--- src/core/wdti_pkg.sv ---
package wdti_pkg;

    // ************************************************************
    // Timing
    // ************************************************************
    localparam int unsigned CLK_FREQ_KHZ = 50000;
    localparam int unsigned OSC_FREQ_KHZ = 128;
    // Oscillator must stay well below the system clock for edge sampling
    localparam int unsigned OSC_RATIO = CLK_FREQ_KHZ / OSC_FREQ_KHZ;
    localparam logic [2:0] CE_WINDOW_CYCLES = 3'h4;

    // ************************************************************
    // Period selection
    // ************************************************************
    localparam int unsigned CNT_W = 20;
    localparam logic [20:0] PERIOD_BASE_CYCLES = 21'h000800;
    localparam logic [3:0] PERIOD_CODE_MAX = 4'h9;

    // ************************************************************
    // Control/status register layout
    // ************************************************************
    localparam int unsigned BIT_IRQ_FLAG = 7;
    localparam int unsigned BIT_IRQ_EN = 6;
    localparam int unsigned BIT_PSEL_MSB = 5;
    localparam int unsigned BIT_CHANGE_EN = 4;
    localparam int unsigned BIT_WD_EN = 3;
    localparam int unsigned BIT_PSEL_BIT2 = 2;
    localparam int unsigned BIT_PSEL_BIT1 = 1;
    localparam int unsigned BIT_PSEL_BIT0 = 0;

    // ************************************************************
    // State types
    // ************************************************************
    typedef struct packed {
        logic timeout_irq_flag;
        logic timeout_irq_enable;
        logic [3:0] period_select;
        logic change_enable;
        logic [2:0] ce_count;
        logic watchdog_enable;
        logic watchdog_reset_flag;
        logic reset_req;
    } wdti_ctrl_t;

    localparam wdti_ctrl_t CTRL_RST = '{
        timeout_irq_flag: 1'b0,
        timeout_irq_enable: 1'b0,
        period_select: 4'h0,
        change_enable: 1'b0,
        ce_count: 3'h0,
        watchdog_enable: 1'b0,
        watchdog_reset_flag: 1'b0,
        reset_req: 1'b0
    };

    typedef struct packed {
        logic osc_meta;
        logic osc_stage;
        logic osc_prev;
        logic fuse_meta;
        logic fuse_stage;
        logic tick;
    } wdti_sync_t;

    localparam wdti_sync_t SYNC_RST = '{
        osc_meta: 1'b0,
        osc_stage: 1'b0,
        osc_prev: 1'b0,
        fuse_meta: 1'b0,
        fuse_stage: 1'b0,
        tick: 1'b0
    };

    typedef struct packed {
        logic [CNT_W-1:0] count;
        logic timeout;
    } wdti_cnt_t;

    localparam wdti_cnt_t CNT_RST = '{
        count: 20'h00000,
        timeout: 1'b0
    };

endpackage : wdti_pkg

--- src/core/wdti_sync.sv ---
`timescale 1ns/100ps
module wdti_sync (
    // Clock and reset
    input wire logic clk_i,
    input wire logic srst_i,
    // Asynchronous sources
    input wire logic osc_128k_i,
    input wire logic safety_level_fuse_i,
    // Synchronised results
    output logic osc_tick_o,
    output logic level2_o
);

    wdti_pkg::wdti_sync_t q;
    wdti_pkg::wdti_sync_t d;

    // ************************************************************
    // Two-stage capture, edge detect on the second stage only
    // ************************************************************
    always_comb begin
        d = q;
        d.osc_meta = osc_128k_i;
        d.osc_stage = q.osc_meta;
        d.osc_prev = q.osc_stage;
        d.fuse_meta = safety_level_fuse_i;
        d.fuse_stage = q.fuse_meta;
        d.tick = q.osc_stage & ~q.osc_prev;
        if (srst_i) begin
            d = wdti_pkg::SYNC_RST;
            // Fuse is static, so its capture keeps running through reset
            d.fuse_meta = safety_level_fuse_i;
            d.fuse_stage = q.fuse_meta;
        end
    end

    always_ff @(posedge clk_i) begin
        q <= d;
    end

    assign osc_tick_o = q.tick;
    assign level2_o = q.fuse_stage;

endmodule : wdti_sync

--- src/core/wdti_counter.sv ---
`timescale 1ns/100ps
module wdti_counter (
    // Clock and reset
    input wire logic clk_i,
    input wire logic srst_i,
    // Control
    input wire logic tick_i,
    input wire logic clear_i,
    input wire logic [3:0] period_select_i,
    // Event
    output logic timeout_o
);

    wdti_pkg::wdti_cnt_t q;
    wdti_pkg::wdti_cnt_t d;
    logic [3:0] code;
    logic [20:0] span;
    logic [wdti_pkg::CNT_W-1:0] limit;

    // ************************************************************
    // Oscillator cycle counter
    // ************************************************************
    always_comb begin
        // Reserved codes fall back to the longest valid period
        code = (period_select_i > wdti_pkg::PERIOD_CODE_MAX) ?
            wdti_pkg::PERIOD_CODE_MAX : period_select_i;
        span = wdti_pkg::PERIOD_BASE_CYCLES << code;
        limit = wdti_pkg::CNT_W'(span - 21'h000001);
        d = q;
        d.timeout = 1'b0;
        if (tick_i) begin
            if (q.count >= limit) begin
                d.count = '0;
                d.timeout = 1'b1;
            end else begin
                d.count = q.count + 20'h00001;
            end
        end
        // Clear wins over a tick arriving in the same cycle
        if (clear_i || srst_i) begin
            d = wdti_pkg::CNT_RST;
        end
    end

    always_ff @(posedge clk_i) begin
        q <= d;
    end

    assign timeout_o = q.timeout;

endmodule : wdti_counter

--- src/core/wdti_top.sv ---
`timescale 1ns/100ps
module wdti_top (
    // Clock and reset
    input wire logic clk_i,
    input wire logic srst_i,
    input wire logic por_i,
    // Watchdog oscillator and fuse
    input wire logic osc_128k_i,
    input wire logic safety_level_fuse_i,
    // CPU core register port
    input wire logic reg_wr_i,
    input wire logic [7:0] reg_wdata_i,
    output logic [7:0] reg_rdata_o,
    // CPU core events
    input wire logic counter_clear_i,
    input wire logic global_irq_enable_i,
    input wire logic irq_ack_i,
    output logic irq_o,
    // Reset generator and cause register
    input wire logic reset_flag_clear_i,
    output logic reset_req_o,
    output logic watchdog_reset_flag_o
);

    wdti_pkg::wdti_ctrl_t q;
    wdti_pkg::wdti_ctrl_t d;
    logic osc_tick;
    logic level2;
    logic timeout;
    logic running;
    logic cnt_clear;
    logic wr_open;

    // ************************************************************
    // Oscillator and fuse capture
    // ************************************************************
    wdti_sync u_sync (
        .clk_i(clk_i),
        .srst_i(srst_i),
        .osc_128k_i(osc_128k_i),
        .safety_level_fuse_i(safety_level_fuse_i),
        .osc_tick_o(osc_tick),
        .level2_o(level2)
    );

    // ************************************************************
    // Time-out counter
    // ************************************************************
    assign running = q.watchdog_enable | q.timeout_irq_enable;
    assign cnt_clear = counter_clear_i | ~running;

    wdti_counter u_counter (
        .clk_i(clk_i),
        .srst_i(srst_i),
        .tick_i(osc_tick),
        .clear_i(cnt_clear),
        .period_select_i(q.period_select),
        .timeout_o(timeout)
    );

    // ************************************************************
    // Control state
    // ************************************************************
    // Opening the window takes change-enable and enable in one write
    assign wr_open = reg_wdata_i[wdti_pkg::BIT_CHANGE_EN] & reg_wdata_i[wdti_pkg::BIT_WD_EN];

    always_comb begin
        d = q;
        d.reset_req = 1'b0;
        // Window timer in system clock cycles
        if (q.change_enable) begin
            if (q.ce_count == wdti_pkg::CE_WINDOW_CYCLES - 3'h1) begin
                d.change_enable = 1'b0;
                d.ce_count = 3'h0;
            end else begin
                d.ce_count = q.ce_count + 3'h1;
            end
        end
        if (reg_wr_i) begin
            d.timeout_irq_enable = reg_wdata_i[wdti_pkg::BIT_IRQ_EN];
            if (wr_open) begin
                d.change_enable = 1'b1;
                d.ce_count = 3'h0;
            end else begin
                // Any other write consumes an open window
                d.change_enable = 1'b0;
                d.ce_count = 3'h0;
            end
            if (reg_wdata_i[wdti_pkg::BIT_WD_EN]) begin
                d.watchdog_enable = 1'b1;
            end else if (q.change_enable) begin
                d.watchdog_enable = 1'b0;
            end
            if (!level2 || q.change_enable) begin
                d.period_select = {reg_wdata_i[wdti_pkg::BIT_PSEL_MSB],
                    reg_wdata_i[wdti_pkg::BIT_PSEL_BIT2],
                    reg_wdata_i[wdti_pkg::BIT_PSEL_BIT1],
                    reg_wdata_i[wdti_pkg::BIT_PSEL_BIT0]};
            end
            if (reg_wdata_i[wdti_pkg::BIT_IRQ_FLAG]) begin
                d.timeout_irq_flag = 1'b0;
            end
        end
        if (irq_ack_i) begin
            d.timeout_irq_flag = 1'b0;
        end
        // Time-out action; set placed last so it beats any clear
        if (timeout) begin
            if (q.timeout_irq_enable) begin
                d.timeout_irq_flag = 1'b1;
                if (q.watchdog_enable) begin
                    d.timeout_irq_enable = 1'b0;
                end
            end else if (q.watchdog_enable) begin
                d.reset_req = 1'b1;
            end
        end
        d.watchdog_reset_flag = (q.watchdog_reset_flag & ~reset_flag_clear_i) |
            d.reset_req;
        if (por_i) begin
            d.watchdog_reset_flag = 1'b0;
        end
        // Stored value is the forced one, so reads come from flops
        if (level2) begin
            d.watchdog_enable = 1'b1;
        end
        if (d.watchdog_reset_flag && !level2) begin
            d.watchdog_enable = 1'b1;
        end
        if (srst_i) begin
            d = wdti_pkg::CTRL_RST;
            // Flag survives the chip reset it caused
            d.watchdog_reset_flag = por_i ? 1'b0 : q.watchdog_reset_flag;
            // Enable stays forced through the chip reset itself
            d.watchdog_enable = d.watchdog_reset_flag | level2;
        end
    end

    always_ff @(posedge clk_i) begin
        q <= d;
    end

    // ************************************************************
    // Outputs
    // ************************************************************
    always_comb begin
        reg_rdata_o = 8'h00;
        reg_rdata_o[wdti_pkg::BIT_IRQ_FLAG] = q.timeout_irq_flag;
        reg_rdata_o[wdti_pkg::BIT_IRQ_EN] = q.timeout_irq_enable;
        reg_rdata_o[wdti_pkg::BIT_PSEL_MSB] = q.period_select[3];
        reg_rdata_o[wdti_pkg::BIT_CHANGE_EN] = q.change_enable;
        reg_rdata_o[wdti_pkg::BIT_WD_EN] = q.watchdog_enable;
        reg_rdata_o[wdti_pkg::BIT_PSEL_BIT2] = q.period_select[2];
        reg_rdata_o[wdti_pkg::BIT_PSEL_BIT1] = q.period_select[1];
        reg_rdata_o[wdti_pkg::BIT_PSEL_BIT0] = q.period_select[0];
    end

    assign irq_o = q.timeout_irq_flag & q.timeout_irq_enable & global_irq_enable_i;
    assign reset_req_o = q.reset_req;
    assign watchdog_reset_flag_o = q.watchdog_reset_flag;

endmodule : wdti_top

--- config.mk ---
export PLATFORM = sky130hd
export DESIGN_NAME = wdti_top
export DESIGN_NICKNAME = d
export VERILOG_FILES = /design/src/core/wdti_pkg.sv /design/src/core/wdti_sync.sv /design/src/core/wdti_counter.sv /design/src/core/wdti_top.sv
export SDC_FILE = /design/constraint.sdc
export NUM_CORES = 1
export LEC_CHECK = 0
export BUFFER_PORTS_ARGS = -buffer_cell sky130_fd_sc_hd__clkbuf_2
export CAP_MARGIN = 0
export CORE_ASPECT_RATIO = 1.1
export CORE_MARGIN = 3
export CORE_UTILIZATION = 51
export CTS_BUF_LIST = sky130_fd_sc_hd__clkbuf_16
export CTS_CLUSTER_DIAMETER = 100
export DETAILED_ROUTE_END_ITERATION = 8
export PLACE_DENSITY = 0.83
export SLEW_MARGIN = 40
export SYNTH_ARGS = -nofsm -noshare
export SYNTH_HDL_FRONTEND = slang
export SYNTH_SLANG_ARGS = --single-unit
--- constraint.sdc ---
create_clock -name clk_i -period 2.9 [get_ports clk_i]
set_input_delay 0.145 -clock clk_i [delete_from_list [all_inputs] [get_ports clk_i]]
set_output_delay 0.145 -clock clk_i [all_outputs]
set_load 0.1 [all_outputs]
==> impl_metrics.json <==
{
  "cts_num_sinks": 40,
  "slew_headroom_pct": 63.9,
  "grt_pass1_wl_um": 7360,
  "fin_hold_ws_ns": 0.0667,
  "nFillCells": 321,
  "synthAdderAreaFrac_pct": 7.19,
  "clk_pin_slew_ns": 0.06,
  "total_power_w": 0.00135,
  "yosysSeqAreaShare_pct": 38.8,
  "cp.buffers_inverters": 1,
  "grt_pass1_vias": 1703,
  "htree_levels": 2,
  "fin_worst_skew_ns": 0.00847,
  "dr.pass1.iters": 4,
  "final-hold-violation-count": 0,
  "hpwl_um": 3050,
  "fin_setup_tns_ns": 0,
  "synth_warnings": 0,
  "muxShareOfSynthArea_pct": 3.41,
  "wl_per_cell_um": 14.0,
  "synth_edf_count": 1,
  "dieArea_um2": 4900,
  "timing.fmax_ghz": 0.367,
  "period_share_pct": 94.0,
  "setup_violations": 0,
  "slowest_stage": "dfxtp_1",
  "worst-setup-path-type": "reg2reg",
  "ys_top_cells_by_count": "39 x dfxtp_1, 25 x nor3_1, 21 x nand2_1, 21 x nor2_1, 13 x a21oi_1",
  "yosysUniqueCellTypes": 39,
  "antenna_found_initial": 0,
  "maxCapViolations": 0,
  "start_kind": "flop",
  "antenna_left": 0,
  "slowest_delay_ns": 0.31,
  "synthFlopType": "dfxtp_1",
  "rows": 23,
  "gr-usage-all-layers_pct": 19.6,
  "cts_tree": "yes",
  "syn_nets": 274,
  "cts_setup_buffers": 0,
  "clockBufferDepth": 2,
  "synth_most_common_cell": "dfxtp_1",
  "syn_area_um2": 2090,
  "vias_per_cell": 5.58,
  "syn_to_final_growth_pct": 16.0,
  "finalMaxSlewViolations": 0,
  "postSynthAreaPerCell_um2": 8.56,
  "grt_max_degree": 20,
  "ys_top_cells_by_area": "dfxtp_1 37%, ha_1 7.2%, nor3_1 6.0%",
  "io-pin-count": 29,
  "layout-drive-gt1-share_pct": 18.4,
  "numPortBuffers": 28,
  "path_max_fanout": 16,
  "synth_top_area_cell": "dfxtp_1",
  "power_density_nw_per_um2": 556,
  "synthCells": 244,
  "critPathTopFamily": "simple AND/OR/NAND/NOR gates",
  "required_ns": 3.06,
  "wl_um": 4440,
  "synth_top_family_by_area": "simple AND/OR/NAND/NOR gates",
  "worstSkewPairLatency_ns": 0.28,
  "via_count": 1769,
  "dieWidth_um": 67.0,
  "worstSetupEndpointType": "flop",
  "async_flop_share_pct": 0,
  "status": "finished clean",
  "grt.overflow.total": 0,
  "vdd_drop_max_mv": 0.315,
  "fin_crit_ns": 2.73,
  "netlist.area_leader.share_pct": 37.4,
  "synth_xor_area_share_pct": 7.13,
  "crit_chain": "nor2_1, nand3_1, ha_1, nor3_1, a21oi_1, o21a_1, ha_1, nand4_1, nor3_4, nand4_4, a21oi_4, buf_12, nor3_1",
  "gp_congestion": 0.831,
  "die_h_um": 73.1,
  "start_util_pct": 55.0,
  "fin_nets": 296,
  "leakagePower_nw": 0.974,
  "antenna_cells": 0,
  "drcViolationCount": 0,
  "hp-class": "in2reg",
  "ys_ff_latch": 40,
  "numCtsBuffers": 5,
  "core_area_um2": 3800,
  "synth_compound_area_share_pct": 9.94,
  "cp.arrival_ns": 2.89,
  "synthSimpleGateAreaFrac_pct": 26.8,
  "drt_iter0_markers": 119,
  "worst_pin_slew_ns": 0.543,
  "cts-root-buf": "clkbuf_16"
}
==> worst reg2reg max path, stage by stage, from the launching register on <==
cell	delay [ns]
dfxtp_1	0.31
nor2_1	0.18
nand3_1	0.11
ha_1	0.29
nor3_1	0.16
a21oi_1	0.06
o21a_1	0.17
ha_1	0.28
nand4_1	0.18
nor3_4	0.30
nand4_4	0.17
a21oi_4	0.20
buf_12	0.16
nor3_1	0.06
==> cell families after synthesis <==
logic type / Yosys count
AND/OR/NAND/NOR: 108
flip-flops: 40
AO/OA/AOI/OAI: 34
buffers and inverters: 26
XOR/XNOR: 17
adder cells (fa/ha/maj): 12
multiplexers: 7
==> final cells by class <==
| type | instances | area, um^2 | area share [%] |
|---|---|---|---|
| sequential | 40 | 811 | 33.4 |
| tap | 50 | 62.6 | 2.58 |
| clock inverter | 3 | 38.8 | 1.60 |
| inverter | 6 | 22.5 | 0.929 |
| multi-input combinational | 178 | 1160 | 47.7 |
| timing repair buffer | 35 | 208 | 8.57 |
| clock buffer | 5 | 125 | 5.16 |
==> power by group <==
group	internal (W)	switching [W]	leakage (nW)	total [W]
clock network	0.000401	0.000213	0.0850	0.000614
logic	0.0000540	0.000110	0.563	0.000164
registers	0.000562	0.00000892	0.326	0.000571
==> final timing paths <==
check | startpoint | endpoint | slack, ns | depth (start not counted)
setup reg to reg | reg_rdata_o[1] | u_counter.q[6] | 0.17 | 13
hold / removal | por_i | watchdog_reset_flag_o | 0.07 | 2
setup / recovery | reg_rdata_o[1] | u_counter.q[6] | 0.17 | 13
hold reg to reg | u_sync.q[2] | u_sync.level2_o | 0.32 | 0
==> stage by stage <==
step	worst slack, ns	area, um^2	cells	utilization (%)
finish	0.174	2420	317	63.8
global route	-0.0196	2420	317	63.8
CTS	0.151	2410	317	63.6
detailed placement	0.162	2240	308	59.0
global placement	0.281	2240	308	59.0
floorplan	0.0805	2100	244	-
==> state kept, by name, summed over array words and instances, names as in the netlist <==
name and count:
u_counter.q 20, reg_rdata_o 8, u_sync.q 4, q 3, reset_req_o 1, u_counter.timeout_o 1, u_sync.level2_o 1, u_sync.osc_tick_o 1
watchdog_reset_flag_o 1
==> per-layer routing <==
metal | GRT usage, % | share of wire, %
met4 | 6.98 | 2.3
met1 | 22.5 | 44
met2 | 34.3 | 49
met3 | 5.24 | 5.2
met5 | 0 | 0
==> cell usage in the layout, fill, tap and decap left out, types with 2 or more instances in the layout <==
cell,synthesis,final
nor2b_1,8,8
nand3b_1,2,2
xnor2_1,9,9
inv_1,6,7
and3_1,5,5
ha_1,12,12
mux2i_1,6,6
xor2_1,8,8
o21ai_0,8,8
nand3_1,12,12
clkbuf_2,0,28
nor2_1,21,21
nand4_1,6,6
o211ai_1,3,3
and4_1,2,2
buf_4,9,5
dfxtp_1,39,39
nor3_1,25,24
a21oi_1,13,12
nand2_1,21,21
clkbuf_16,0,5
==> repair_timing <==
item,4_1_cts,5_1_grt
hold endpoints to repair,1,0
endpoints found under the setup margin,0,16
gates resized for setup,0,2
hold buffers,1,0
No activity file was read; power rests on OpenSTA's default activity.
